<file path="src/hdl/asc_pkg.sv">
// asc_pkg: addresses, fields, reset values and encodings of the converter control block
package asc_pkg;
    // ----------------------------------------
    // special function register addresses
    // ----------------------------------------
    localparam logic [7:0] ADDR_CTRL1 = 8'hDD;
    localparam logic [7:0] ADDR_DECIM_LO = 8'hDE;
    localparam logic [7:0] ADDR_DECIM_HI = 8'hDF;
    localparam logic [7:0] ADDR_SSCTRL = 8'hE1;
    localparam logic [7:0] ADDR_SUM0 = 8'hE2;
    localparam logic [7:0] ADDR_SUM1 = 8'hE3;
    localparam logic [7:0] ADDR_SUM2 = 8'hE4;
    localparam logic [7:0] ADDR_SUM3 = 8'hE5;
    localparam logic [7:0] ADDR_OFFSET_DAC_CODE = 8'hE6;
    // ----------------------------------------
    // reset values
    // ----------------------------------------
    localparam logic [7:0] RST_CTRL1 = 8'h00;
    localparam logic [7:0] RST_DECIM_LO = 8'h1B;
    localparam logic [2:0] RST_DECIM_HI = 3'h6;
    localparam logic [7:0] RST_SSCTRL = 8'h00;
    localparam logic [7:0] RST_OFFSET_DAC_CODE = 8'h00;
    localparam logic [31:0] RST_SUM = 32'h0000_0000;
    // ----------------------------------------
    // field positions and codes
    // ----------------------------------------
    localparam int POL_BIT = 6;
    localparam int SM_HI = 5;
    localparam int SM_LO = 4;
    localparam int CAL_HI = 2;
    localparam int SS_MODE_HI = 7;
    localparam int SS_MODE_LO = 6;
    localparam int SS_CNT_HI = 5;
    localparam int SS_CNT_LO = 3;
    localparam int SS_SHF_HI = 2;
    localparam int OFFSET_DAC_CODE_SIGN_BIT = 7;
    localparam logic [2:0] CAL_NONE = 3'h0;
    localparam logic [2:0] CAL_RSVD_A = 3'h6;
    localparam logic [2:0] CAL_RSVD_B = 3'h7;
    localparam logic [1:0] SUM_CPU_ADD = 2'h0;
    localparam logic [1:0] SUM_ADC_ACC = 2'h1;
    localparam logic [1:0] SUM_SHIFT = 2'h2;
    localparam logic [1:0] SUM_ACC_SHIFT = 2'h3;
    localparam logic [6:0] OFFSET_DAC_CODE_MAG_ZERO = 7'h00;
    localparam logic [8:0] COUNT_BASE = 9'h002;
    localparam logic [3:0] SHIFT_BASE = 4'h1;
    // ----------------------------------------
    // widths and timing
    // ----------------------------------------
    localparam int RESULT_W = 24;
    localparam int SUM_W = 32;
    localparam int DECIM_W = 11;
    localparam int DECIM_SHIFT = 6;
    localparam int DECIM_CNT_W = DECIM_W + DECIM_SHIFT;
    localparam logic [1:0] SHIFT_LAST = 2'h3;
    typedef enum logic [1:0] {ASC_IDLE, ASC_ACCUM, ASC_SHIFTING} asc_state_t;
endpackage

</file>
<file path="src/hdl/asc_rate_if.sv">
// asc_rate_if: decimation settings to the data rate generator and its tick back
`timescale 1ns/10ps
`default_nettype none
interface asc_rate_if;
    logic [10:0] decimRatio;
    logic [7:0] clkDivider;
    logic tick;
    modport ctrl (output decimRatio, output clkDivider, input tick);
    modport gen (input decimRatio, input clkDivider, output tick);
endinterface
`default_nettype wire

</file>
<file path="src/hdl/asc_rate_gen.sv">
// asc_rate_gen: one-cycle tick at the converter output data rate
`timescale 1ns/10ps
`default_nettype none
module asc_rate_gen (
    // clock and reset
    input wire logic ref_clk,
    input wire logic rst,
    // control
    input wire logic run,
    asc_rate_if.gen rate
);
    import asc_pkg::*;

    logic [7:0] pre;
    logic [7:0] next_pre;
    logic [DECIM_CNT_W-1:0] cnt;
    logic [DECIM_CNT_W-1:0] next_cnt;
    logic [DECIM_CNT_W-1:0] limit;
    logic tick;
    logic next_tick;

    // --------------------------------------------
    // divide by (divider+1), then by 64 * ratio
    // --------------------------------------------
    always_comb begin
        limit = DECIM_CNT_W'(rate.decimRatio) << DECIM_SHIFT;
        if (rate.decimRatio == '0) begin
            limit = DECIM_CNT_W'(1) << DECIM_SHIFT;
        end
        next_pre = pre;
        next_cnt = cnt;
        next_tick = 1'b0;
        if (!run) begin
            next_pre = '0;
            next_cnt = '0;
        end else if (pre >= rate.clkDivider) begin
            next_pre = '0;
            if (cnt >= limit - DECIM_CNT_W'(1)) begin
                next_cnt = '0;
                next_tick = 1'b1;
            end else begin
                next_cnt = cnt + DECIM_CNT_W'(1);
            end
        end else begin
            next_pre = pre + 8'h01;
        end
    end

    always_ff @(posedge ref_clk) begin
        if (rst) begin
            pre <= '0;
            cnt <= '0;
            tick <= 1'b0;
        end else begin
            pre <= next_pre;
            cnt <= next_cnt;
            tick <= next_tick;
        end
    end

    assign rate.tick = tick;
endmodule // asc_rate_gen
`default_nettype wire

</file>
<file path="src/hdl/asc_adc_sum_cal.sv">
// asc_adc_sum_cal: calibration, decimation, offset code and 32-bit summation unit
// Summary of operation
// - A calibration field write of code 1 to 5 starts that calibration kind; field always reads back zero.
// - Eleven-bit decimation ratio: low byte resets 1Bh, top three bits reset 06h.
// - Data rate is clock over (divider plus one) times 64 times decimation ratio.
// - Summation unit is idle and frozen while the converter is powered down.
// - Writing zero to summation control clears the whole 32-bit sum.
// - Bipolar polarity sign-extends converter values into the sum.
// - Mode 00: writing sum byte 0 adds the four written bytes.
// - Mode 01: each converter result is added and counted toward the count.
// - Mode 10: sum shifts right by code plus one within four clocks.
// - Mode 11: accumulate for the count, then shift the total.
// - Completion raises the summation interrupt; count codes select 2 through 256.
// - Reading sum byte 0 clears the summation interrupt; software clears aux flag.
// - Sum is visible as four bytes E2h to E5h, low byte first.
// - Offset code: bit 7 sign, bits 6..0 magnitude, added before conversion.
// - Offset codes 00h and 80h switch the offset converter off.
// - Polarity bit 0 selects bipolar, 1 unipolar, for result and sum.
// - Device raises the auxiliary source; software clears the flag in its handler.
`timescale 1ns/10ps
`default_nettype none
module asc_adc_sum_cal (
    // clock and reset
    input wire logic ref_clk,
    input wire logic rst,
    // special function register port
    input wire logic [7:0] sfrAddr,
    input wire logic sfrWe,
    input wire logic sfrRe,
    input wire logic [7:0] sfrWdata,
    output logic [7:0] sfrRdata,
    // converter side
    input wire logic adcPowerDown,
    input wire logic adcResultValid,
    input wire logic [asc_pkg::RESULT_W-1:0] adcResult,
    input wire logic [7:0] converterClockDivider,
    output logic calStart,
    output logic [2:0] calMode,
    output logic resultPolarity,
    output logic [1:0] settlingMode,
    output logic [asc_pkg::DECIM_W-1:0] decimRatio,
    output logic dataRateTick,
    output logic odacEnable,
    output logic odacNegative,
    output logic [6:0] odacMagnitude,
    // interrupt source
    output logic sumIrq
);
    import asc_pkg::*;

    // --------------------------------------------
    // helpers
    // --------------------------------------------
    function automatic logic [8:0] sumCountOf(input logic [2:0] code);
        return COUNT_BASE << code;
    endfunction

    function automatic logic [3:0] shiftOf(input logic [2:0] code);
        return {1'b0, code} + SHIFT_BASE;
    endfunction

    function automatic logic [SUM_W-1:0] extendResult(input logic [RESULT_W-1:0] res, input logic unipolar);
        if (unipolar) begin
            return {{(SUM_W-RESULT_W){1'b0}}, res};
        end
        return {{(SUM_W-RESULT_W){res[RESULT_W-1]}}, res};
    endfunction

    // --------------------------------------------
    // state
    // --------------------------------------------
    logic [7:0] ctrl1;
    logic [7:0] next_ctrl1;
    logic [7:0] decimLo;
    logic [7:0] next_decimLo;
    logic [2:0] decimHi;
    logic [2:0] next_decimHi;
    logic [7:0] ssctrl;
    logic [7:0] next_ssctrl;
    logic [23:0] sumHold;
    logic [23:0] next_sumHold;
    logic [SUM_W-1:0] sumAcc;
    logic [SUM_W-1:0] next_sumAcc;
    logic [7:0] offset_dac_code;
    logic [7:0] next_offset_dac_code;
    asc_state_t state;
    asc_state_t next_state;
    logic [8:0] sumCnt;
    logic [8:0] next_sumCnt;
    logic [1:0] shiftCnt;
    logic [1:0] next_shiftCnt;
    logic next_sumIrq;
    logic next_calStart;
    logic [2:0] next_calMode;
    logic [7:0] next_sfrRdata;
    logic next_odacEnable;
    logic [1:0] sumMode;
    logic sumDone;
    logic wrCtrl1;
    logic wrSsctrl;
    logic wrSum0;
    logic rdSum0;

    asc_rate_if rateBus ();

    assign sumMode = ssctrl[SS_MODE_HI:SS_MODE_LO];
    assign wrCtrl1 = sfrWe && (sfrAddr == ADDR_CTRL1);
    assign wrSsctrl = sfrWe && (sfrAddr == ADDR_SSCTRL);
    assign wrSum0 = sfrWe && (sfrAddr == ADDR_SUM0);
    assign rdSum0 = sfrRe && (sfrAddr == ADDR_SUM0);

    // --------------------------------------------
    // data rate generator
    // --------------------------------------------
    assign rateBus.decimRatio = {decimHi, decimLo};
    assign rateBus.clkDivider = converterClockDivider;

    asc_rate_gen rateGen (
        .ref_clk(ref_clk),
        .rst(rst),
        .run(!adcPowerDown),
        .rate(rateBus)
    );

    // --------------------------------------------
    // register writes and calibration trigger
    // --------------------------------------------
    always_comb begin
        next_ctrl1 = ctrl1;
        next_decimLo = decimLo;
        next_decimHi = decimHi;
        next_ssctrl = ssctrl;
        next_sumHold = sumHold;
        next_offset_dac_code = offset_dac_code;
        next_odacEnable = odacEnable;
        next_calStart = 1'b0;
        next_calMode = calMode;
        if (sfrWe) begin
            unique case (sfrAddr)
                ADDR_CTRL1: begin
                    next_ctrl1 = {1'b0, sfrWdata[POL_BIT:SM_LO], 4'h0};
                    if (sfrWdata[CAL_HI:0] != CAL_RSVD_A && sfrWdata[CAL_HI:0] != CAL_RSVD_B) begin
                        next_calStart = (sfrWdata[CAL_HI:0] != CAL_NONE);
                        next_calMode = sfrWdata[CAL_HI:0];
                    end
                end
                ADDR_DECIM_LO: next_decimLo = sfrWdata;
                ADDR_DECIM_HI: next_decimHi = sfrWdata[2:0];
                ADDR_SSCTRL: next_ssctrl = sfrWdata;
                ADDR_SUM1: next_sumHold[7:0] = sfrWdata;
                ADDR_SUM2: next_sumHold[15:8] = sfrWdata;
                ADDR_SUM3: next_sumHold[23:16] = sfrWdata;
                ADDR_OFFSET_DAC_CODE: begin
                    next_offset_dac_code = sfrWdata;
                    next_odacEnable = (sfrWdata[6:0] != OFFSET_DAC_CODE_MAG_ZERO);
                end
                default: ;
            endcase
        end
    end

    // --------------------------------------------
    // summation and shift sequencer
    // --------------------------------------------
    always_comb begin
        next_state = state;
        next_sumAcc = sumAcc;
        next_sumCnt = sumCnt;
        next_shiftCnt = shiftCnt;
        sumDone = 1'b0;
        if (adcPowerDown) begin
            next_state = ASC_IDLE;
            next_sumCnt = '0;
            next_shiftCnt = '0;
        end else if (wrSsctrl) begin
            next_sumCnt = '0;
            next_shiftCnt = '0;
            if (sfrWdata == RST_SSCTRL) begin
                next_sumAcc = RST_SUM;
                next_state = ASC_IDLE;
            end else begin
                unique case (sfrWdata[SS_MODE_HI:SS_MODE_LO])
                    SUM_CPU_ADD: next_state = ASC_IDLE;
                    SUM_SHIFT: next_state = ASC_SHIFTING;
                    default: next_state = ASC_ACCUM;
                endcase
            end
        end else if (wrSum0 && state == ASC_IDLE && sumMode == SUM_CPU_ADD) begin
            next_sumAcc = sumAcc + {sumHold, sfrWdata};
        end else begin
            unique case (state)
                ASC_IDLE: ;
                ASC_ACCUM: begin
                    if (adcResultValid) begin
                        next_sumAcc = sumAcc + extendResult(adcResult, resultPolarity);
                        if (sumCnt + 9'h001 >= sumCountOf(ssctrl[SS_CNT_HI:SS_CNT_LO])) begin
                            next_sumCnt = '0;
                            if (sumMode == SUM_ACC_SHIFT) begin
                                next_state = ASC_SHIFTING;
                            end else begin
                                sumDone = 1'b1;
                            end
                        end else begin
                            next_sumCnt = sumCnt + 9'h001;
                        end
                    end
                end
                ASC_SHIFTING: begin
                    if (shiftCnt == SHIFT_LAST) begin
                        if (resultPolarity) begin
                            next_sumAcc = sumAcc >> shiftOf(ssctrl[SS_SHF_HI:0]);
                        end else begin
                            next_sumAcc = SUM_W'($signed(sumAcc) >>> shiftOf(ssctrl[SS_SHF_HI:0]));
                        end
                        next_shiftCnt = '0;
                        next_state = ASC_IDLE;
                        sumDone = 1'b1;
                    end else begin
                        next_shiftCnt = shiftCnt + 2'h1;
                    end
                end
            endcase
        end
        // set wins over the read clear
        next_sumIrq = sumIrq;
        if (rdSum0) begin
            next_sumIrq = 1'b0;
        end
        if (sumDone) begin
            next_sumIrq = 1'b1;
        end
    end

    // --------------------------------------------
    // read mux
    // --------------------------------------------
    always_comb begin
        next_sfrRdata = sfrRdata;
        if (sfrRe) begin
            unique case (sfrAddr)
                ADDR_CTRL1: next_sfrRdata = ctrl1;
                ADDR_DECIM_LO: next_sfrRdata = decimLo;
                ADDR_DECIM_HI: next_sfrRdata = {5'h00, decimHi};
                ADDR_SSCTRL: next_sfrRdata = ssctrl;
                ADDR_SUM0: next_sfrRdata = sumAcc[7:0];
                ADDR_SUM1: next_sfrRdata = sumAcc[15:8];
                ADDR_SUM2: next_sfrRdata = sumAcc[23:16];
                ADDR_SUM3: next_sfrRdata = sumAcc[31:24];
                ADDR_OFFSET_DAC_CODE: next_sfrRdata = offset_dac_code;
                default: next_sfrRdata = 8'h00;
            endcase
        end
    end

    always_ff @(posedge ref_clk) begin
        if (rst) begin
            ctrl1 <= RST_CTRL1;
            decimLo <= RST_DECIM_LO;
            decimHi <= RST_DECIM_HI;
            ssctrl <= RST_SSCTRL;
            sumHold <= '0;
            sumAcc <= RST_SUM;
            offset_dac_code <= RST_OFFSET_DAC_CODE;
            odacEnable <= 1'b0;
            state <= ASC_IDLE;
            sumCnt <= '0;
            shiftCnt <= '0;
            sumIrq <= 1'b0;
            calStart <= 1'b0;
            calMode <= CAL_NONE;
            sfrRdata <= 8'h00;
            dataRateTick <= 1'b0;
        end else begin
            ctrl1 <= next_ctrl1;
            decimLo <= next_decimLo;
            decimHi <= next_decimHi;
            ssctrl <= next_ssctrl;
            sumHold <= next_sumHold;
            sumAcc <= next_sumAcc;
            offset_dac_code <= next_offset_dac_code;
            odacEnable <= next_odacEnable;
            state <= next_state;
            sumCnt <= next_sumCnt;
            shiftCnt <= next_shiftCnt;
            sumIrq <= next_sumIrq;
            calStart <= next_calStart;
            calMode <= next_calMode;
            sfrRdata <= next_sfrRdata;
            dataRateTick <= rateBus.tick;
        end
    end

    assign resultPolarity = ctrl1[POL_BIT];
    assign settlingMode = ctrl1[SM_HI:SM_LO];
    assign decimRatio = {decimHi, decimLo};
    assign odacNegative = offset_dac_code[OFFSET_DAC_CODE_SIGN_BIT];
    assign odacMagnitude = offset_dac_code[6:0];
endmodule // asc_adc_sum_cal
`default_nettype wire

</file>
<file path="config.mk">
export PLATFORM = sky130hd
export DESIGN_NAME = asc_adc_sum_cal
export DESIGN_NICKNAME = d
export VERILOG_FILES = /design/src/hdl/asc_pkg.sv /design/src/hdl/asc_rate_if.sv /design/src/hdl/asc_rate_gen.sv /design/src/hdl/asc_adc_sum_cal.sv
export SDC_FILE = /design/constraint.sdc
export NUM_CORES = 1
export LEC_CHECK = 0
export BUFFER_PORTS_ARGS = -buffer_cell sky130_fd_sc_hd__buf_2
export CAP_MARGIN = 5
export CORE_ASPECT_RATIO = 0.6
export CORE_MARGIN = 2
export CORE_UTILIZATION = 40
export CTS_CLUSTER_SIZE = 10
export DETAILED_ROUTE_END_ITERATION = 10
export SYNTH_ARGS = -nofsm -noshare
export SYNTH_HDL_FRONTEND = slang
export SYNTH_SLANG_ARGS = --single-unit
</file>
<file path="constraint.sdc">
create_clock -name ref_clk -period 4.5 [get_ports ref_clk]
set_input_delay 0.45 -clock ref_clk [delete_from_list [all_inputs] [get_ports ref_clk]]
set_output_delay 0.45 -clock ref_clk [all_outputs]
set_load 0.02 [all_outputs]
</file>
==> Word-level counts from Yosys, hierarchy flattened <==
Index checks and enable logic that the tools add are counted.
{ "word_totals": {"reg_bits": 140, "inputBits": 54, "out_inout_bits": 37, "word_cells": 144} }
{ "classes": {"add_sub_neg": 8, "order_cmp": 3, "eq_ne": 24, "shift": 3, "mux": 45, "bitwise_logic": 6, "reduce_logical": 34} }
{ "op_table": {"columns": ["op", "count"], "rows": [
  ["32-bit two-way mux", 13],
  ["8-bit == test, second input constant", 9],
  ["8-bit case mux with 9 select lines", 1],
  ["32-bit adder", 2],
  ["32-bit case mux with 2 select lines", 1],
  ["17-bit two-way mux", 2],
  ["32-bit by 4-bit >> shifter with 32-bit output", 1],
  ["32-bit by 4-bit >>> shifter with 32-bit output", 1],
  ["3-bit != test, second input constant", 6],
  ["2-bit AND reduction", 9],
  ["17-bit by 1-bit adder with 17-bit output, second input constant", 1],
  ["17-bit >= comparator", 1],
  ["17-bit by 1-bit subtractor with 17-bit output, second input constant", 1],
  ["1-bit two-way mux", 16],
  ["2-bit two-way mux", 8],
  ["11-bit logical NOT", 1],
  ["9-bit by 1-bit adder with 9-bit output, second input constant", 1],
  ["9-bit >= comparator", 1],
  ["9-bit two-way mux", 1],
  ["3-bit OR reduction", 3],
  ["2-bit by 3-bit << shifter with 9-bit output, first input constant", 1],
  ["8-bit by 1-bit adder with 8-bit output, second input constant", 1],
  ["2-bit == test, second input constant", 4],
  ["8-bit >= comparator", 1],
  ["other kinds (21)", 37]
]} }

==> Logic depth before layout (Yosys ltp) <==
{ "logic_depth": {"depth_word": 18, "depth_mapped": 17} }

==> Cells and area by module <==
A second synthesis with hierarchy kept.
{ "unflattened": {"hier_cells": 1766, "area_unflattened_um2": 13270.2} }
{ "by_module_without_submodules": {"columns": ["module", "n_inst", "cells_each", "area_each_um2", "seq_area_each_um2"], "rows": [
  ["asc_adc_sum_cal", 1, 1550, 11508.5, 2282.2],
  ["asc_rate_gen", 1, 216, 1761.7, 520.5]
]} }

==> Worst setup path after synthesis <==
Ideal clock, no wire load.
{ "synth_path": {"kind": "reg-to-reg", "start": "reg decimLo[5]", "end": "reg rateGen.cnt[0]", "setup_ns": 0.070, "arrival_ns": 3.576, "required_ns": 4.430, "setup_slack_ns": 0.854, "path_stages_with_launch": 17, "n_path_buf": 1, "synth_period_minus_slack_ns": 3.646, "path_cell_list": "dfxtp_1 > nor3_1 > nand2_1 > o41ai_1 > nor3_1 > or3b_2 > clkbuf_1 > nor3_1 > xnor2_1 > ha_1 > a21o_1 > a21oi_1 > o31ai_1 > a21o_1 > a21oi_1 > or3b_2 > a21oi_1"} }
{ "synth_via": {"elab_chain_len": 5} }
{ "synth_lines": {"columns": ["element", "line", "rtl"], "rows": [
  ["start: declaration", "asc_adc_sum_cal.sv:74", "logic [7:0] decimLo;"],
  ["start signal: assignment", "asc_adc_sum_cal.sv:275", "decimLo <= next_decimLo;"],
  ["11-bit logical NOT", "asc_rate_gen.sv:27", "if (rate.decimRatio == '0) begin"],
  ["17-bit two-way mux (*)", "asc_rate_gen.sv:27", null],
  ["17-bit by 1-bit subtractor with 17-bit output (*)", "asc_rate_gen.sv:38", "if (cnt >= limit - DECIM_CNT_W'(1)) begin"],
  ["17-bit >= comparator (*)", "asc_rate_gen.sv:38", null],
  ["17-bit two-way mux (*)", "asc_rate_gen.sv:38", null],
  ["end signal: assignment", "asc_rate_gen.sv:56", "cnt <= next_cnt;"],
  ["end: declaration", "asc_rate_gen.sv:16", "logic [DECIM_CNT_W-1:0] cnt;"]
]} }
Mark *: on every way between the ends. The rest lies on a longest branch, timed or not.
A chain may end at the register's enable or synchronous reset.

==> Worst setup path in the final report <==
Same ends and word-level chain as after synthesis.

==> tab_implementation.tex <==
\begin{tabular}{lr}
\hline
Metric & Value \\
\hline
\multicolumn{2}{l}{\textbf{Global route}} \\
Initial antenna violation count & 0 \\
Vias in the first global route & 12749 \\
Overall track demand over capacity in global routing & 28.58\% \\
Wire length of the first global-routing pass & 75690 µm \\
Total global routing overflow & 0 \\
Pin count of the biggest net entering global routing & 70 \\
\multicolumn{2}{l}{\textbf{Setup path}} \\
Most numerous cell on the critical path & a21oi\_1 \\
Required time at the endpoint of the critical path & 4.87 ns \\
Reg2Reg Setup Slack & 0.55 ns \\
Crit path largest cell delay & 0.48 ns \\
Worst Reg-to-Reg Cells & 15 \\
CP Class & flop to flop \\
Arrival @ worst endpoint & 4.32 ns \\
Capturing element type of the critical path & flop \\
Buffers plus inverters on the worst setup path & 0 \\
Reg2Reg Launch Point & decimLo[5]\$\_SDFFE\_PP0P\_ \\
Cell-by-cell trace of the critical path & nor3\_1, nand2\_1, o41ai\_1, nor2\_1, a21oi\_1, ha\_1, a21o\_1, a21oi\_1, o21ai\_0, a2111oi\_0, o31ai\_1, a21o\_1, a21oi\_1, or3b\_2, a21oi\_1 \\
Critical path's slowest cell & or3b\_2 \\
Critical path launch point & decimLo[5]\$\_SDFFE\_PP0P\_ \\
Category of the worst setup path launch point & flop \\
Largest fanout on the critical path & 7 \\
Top delay family on crit path & compound AO/OA/AOI/OAI gates \\
Number of logic stages on the critical path including buffering & 15 \\
\multicolumn{2}{l}{\textbf{Floorplanning}} \\
Die Ht & 144.5 µm \\
Area of the core & 32420 µm² \\
Area enclosed by the die boundary & 34400 µm² \\
Count of standard-cell rows & 51 \\
Number of top-level design ports & 91 \\
Starting density of the core & 40.58\% \\
Die width & 238.1 µm \\
\multicolumn{2}{l}{\textbf{Power and ir drop}} \\
Leakage power total & 5.835 nW \\
Fraction of power spent switching nets & 24.69\% \\
Final Total Pwr & 0.002954 W \\
Logic gate share of total power & 7.3\% \\
Register share of total power & 42.1\% \\
Design internal power & 0.002225 W \\
Worst IR drop on VDD & 0.2723 mV \\
Net switching power & 0.0007295 W \\
Fraction of power consumed by the clock network & 50.5\% \\
Power density over the cells & 201.8 nW/µm² \\
\multicolumn{2}{l}{\textbf{Clocking}} \\
Inserted Clock Buffers & 17 \\
H-Tree Depth & 4 \\
Clock network latency to the later pin of the worst-skew pair & 0.44 ns \\
Post CTS Setup Buffer Count & 0 \\
Sink Count & 140 \\
Maximum clock insertion buffer count & 2 \\
Buffer cell driving the clock tree root & clkbuf\_16 \\
Clock edge transition at the registers on the reported setup and hold paths & 0.06 ns \\
Clock tree from TritonCTS & done \\
\multicolumn{2}{l}{\textbf{Placed design}} \\
Routability congestion estimate & 0.9696 \\
PortBufs & 90 \\
Number of placed cells counting well taps & 2185 \\
Final HPWL DP & 37280 µm \\
\multicolumn{2}{l}{\textbf{Synth}} \\
Count of unique library cells instantiated by Yosys & 83 \\
Synth warnings & 0 \\
Number of enable flip-flop cells after synthesis & 0 \\
Most instantiated library cell after synthesis & nand2\_1 \\
Synthesized cell area & 13160 µm² \\
Share of synthesized flip-flops with an asynchronous set or reset & 0\% \\
Top-area cell type share of the netlist area & 21.30\% \\
Flip-flop and latch count after synthesis & 140 \\
Share of synthesized area occupied by flip-flops and latches & 21.30\% \\
Most used DFF post-synth & dfxtp\_1 \\
Cell taking the most area after synthesis & dfxtp\_1 \\
Number of standard cells after synthesis & 1738 \\
Main area contributors after synthesis & dfxtp\_1 (21\%), ha\_1 (9.3\%), a21oi\_1 (7.0\%), nand2\_1 (6.8\%), mux4\_2 (4.8\%) \\
Commonest cells post-synth & nand2\_1 (239), a21oi\_1 (184), dfxtp\_1 (140) \\
Avg Inst Size Synth & 7.569 µm² \\
Nets in the synthesized netlist & 1892 \\
\multicolumn{2}{l}{\textbf{Timing}} \\
Hold Fails Final Rpt & 0 \\
Final Max Slew Viols & 0 \\
Relative max-transition margin & 24.91\% \\
Min Clock Period, post-route & 3.953 ns \\
Transition time at the pin with the least slew margin & 1.125 ns \\
Number of setup violations in the final report & 0 \\
Max Clock Freq & 253.0 MHz \\
Setup TNS after final layout & 0 ns \\
Worst hold margin & 0.3636 ns \\
Setup repair after global routing missed its margin & false \\
Max Clock Skew & 0.009339 ns \\
Period utilisation layout & 87.84\% \\
\multicolumn{2}{l}{\textbf{Routing}} \\
DR DRC count & 0 \\
Avg Vias per Cell & 6.388 \\
Post-DR wirelength/cell & 22.35 µm \\
Routed via count & 14162 \\
Initial DRT Pass Iterations & 7 \\
Antenna viol nets, final & 0 \\
Initial DRC Count & 1936 \\
Routed wire length & 49550 µm \\
\multicolumn{2}{l}{\textbf{Hold path}} \\
Hold path startpoint & sfrWe \\
Hold/Removal Path Class & input pin to flop \\
Hold-critical path depth & 3 \\
\multicolumn{2}{l}{\textbf{Cells and area}} \\
Area taken by multi-input logic gates & 9729 µm² \\
\# nets final & 1934 \\
Area used by sequential logic in the layout & 2806 µm² \\
FILL cells & 3257 \\
Fraction of layout cells with a size suffix above 1 & 13.33\% \\
\# diodes & 0 \\
Count of non-filler cells in the finished layout & 2217 \\
Layout area overhead & 11.25\% \\
\multicolumn{2}{l}{\textbf{Outcome}} \\
Status & completed \\
\multicolumn{2}{l}{\textbf{Flow run}} \\
Total of max-cap violations & 0 \\
\hline
\end{tabular}
==> power groups by stage <==
stage          Combinational, W  Sequential [W]  Clock (W)
4_1_cts                0.000212         0.00124    0.00150
5_1_grt                0.000234         0.00124    0.00156
3_5_place_dp           0.000210         0.00127          0
6_report               0.000217         0.00124    0.00149
2_1_floorplan          0.000130         0.00127          0
3_3_place_gp           0.000208         0.00127          0
==> timing repair <==
item	4_1_cts	5_1_grt
resized for setup	0	1
hold buffers	0	0
setup endpoints to repair	0	3
==> cell type report <==
| cell class | count | area share, % |
|---|---|---|
| tap | 424 | 3.625 |
| clock buffer | 21 | 3.214 |
| clock inverter | 11 | 0.9661 |
| inverter | 47 | 1.205 |
| multi-input combinational | 1440 | 66.48 |
| timing repair buffer | 134 | 5.335 |
| sequential | 140 | 19.18 |
==> per-layer routing <==
metal | global-route usage, % | share of wire [%] | routed length (µm)
met5 | 0 | 0 | 0
met4 | 6.842 | 1.8 | 881
met3 | 7.826 | 13 | 6224
met2 | 38.51 | 38 | 18870
met1 | 43.76 | 48 | 23580
==> sequential cells by signal, summed over array words and instances, names as in the netlist, 8 cells and up <==
| signal | cells |
|---|---|
| decimLo | 8 |
| offset_dac_code | 8 |
| rateGen.cnt | 17 |
| rateGen.pre | 8 |
| sfrRdata | 8 |
| ssctrl | 8 |
| sumAcc | 32 |
| sumCnt | 9 |
| sumHold | 24 |
==> tightest hold or removal path, stage by stage <==
cell and delay (ns):
buf_2 0.15, nand3_1 0.09, a21oi_1 0.05
==> stage by stage <==
stage | utilization [%] | area [µm²] | setup slack, ns
after floorplan | - | 13160 | 0.8538
after global placement | 43.25 | 14020 | 0.4761
after detailed placement | 43.25 | 14020 | 0.3726
after CTS | 45.14 | 14630 | 0.3245
after global routing | 45.15 | 14640 | 0.1965
final | 45.15 | 14640 | 0.5471
==> placed cells by master, fill, tap and decap left out, types with 12 or more instances in the layout <==
master | netlist | routed
a211oi_1 | 36 | 36
a21o_1 | 43 | 43
a21oi_1 | 184 | 184
a222oi_1 | 18 | 18
a22oi_1 | 16 | 16
a31oi_1 | 23 | 23
and3_1 | 16 | 16
buf_2 | 17 | 90
buf_4 | 3 | 44
clkbuf_16 | 0 | 17
dfxtp_1 | 140 | 137
ha_1 | 98 | 97
inv_1 | 44 | 44
mux2_2 | 12 | 12
mux2i_1 | 48 | 48
mux4_2 | 28 | 28
nand2_1 | 239 | 239
nand3_1 | 91 | 91
nand4_1 | 17 | 17
nor2_1 | 129 | 129
nor2b_1 | 17 | 17
nor3_1 | 33 | 33
o211ai_1 | 24 | 24
o21ai_0 | 90 | 90
o31ai_1 | 15 | 15
xnor2_1 | 41 | 40
xor2_1 | 37 | 37
==> kinds of logic (layout without fill, tap and decap cells) <==
kind of cell | count (synthesis) | in the layout | synth area share [%]
multiplexers | 88 | 88 | 9.473
XOR/XNOR | 78 | 78 | 5.193
flip-flops | 140 | 140 | 21.30
adder cells (fa/ha/maj) | 100 | 100 | 9.625
AND/OR/NAND/NOR | 634 | 634 | 22.84
buffers and inverters | 158 | 213 | 4.936
AO/OA/AOI/OAI | 540 | 540 | 26.63
==> final timing paths <==
kind / to
setup reg to reg: rateGen.cnt[0]$_SDFFE_PP0P_
setup / recovery: rateGen.cnt[0]$_SDFFE_PP0P_
hold / removal: ctrl1[5]$_SDFFE_PP0P_
hold reg to reg: dataRateTick$_SDFF_PP0_
(Power assumes the default switching activity.)
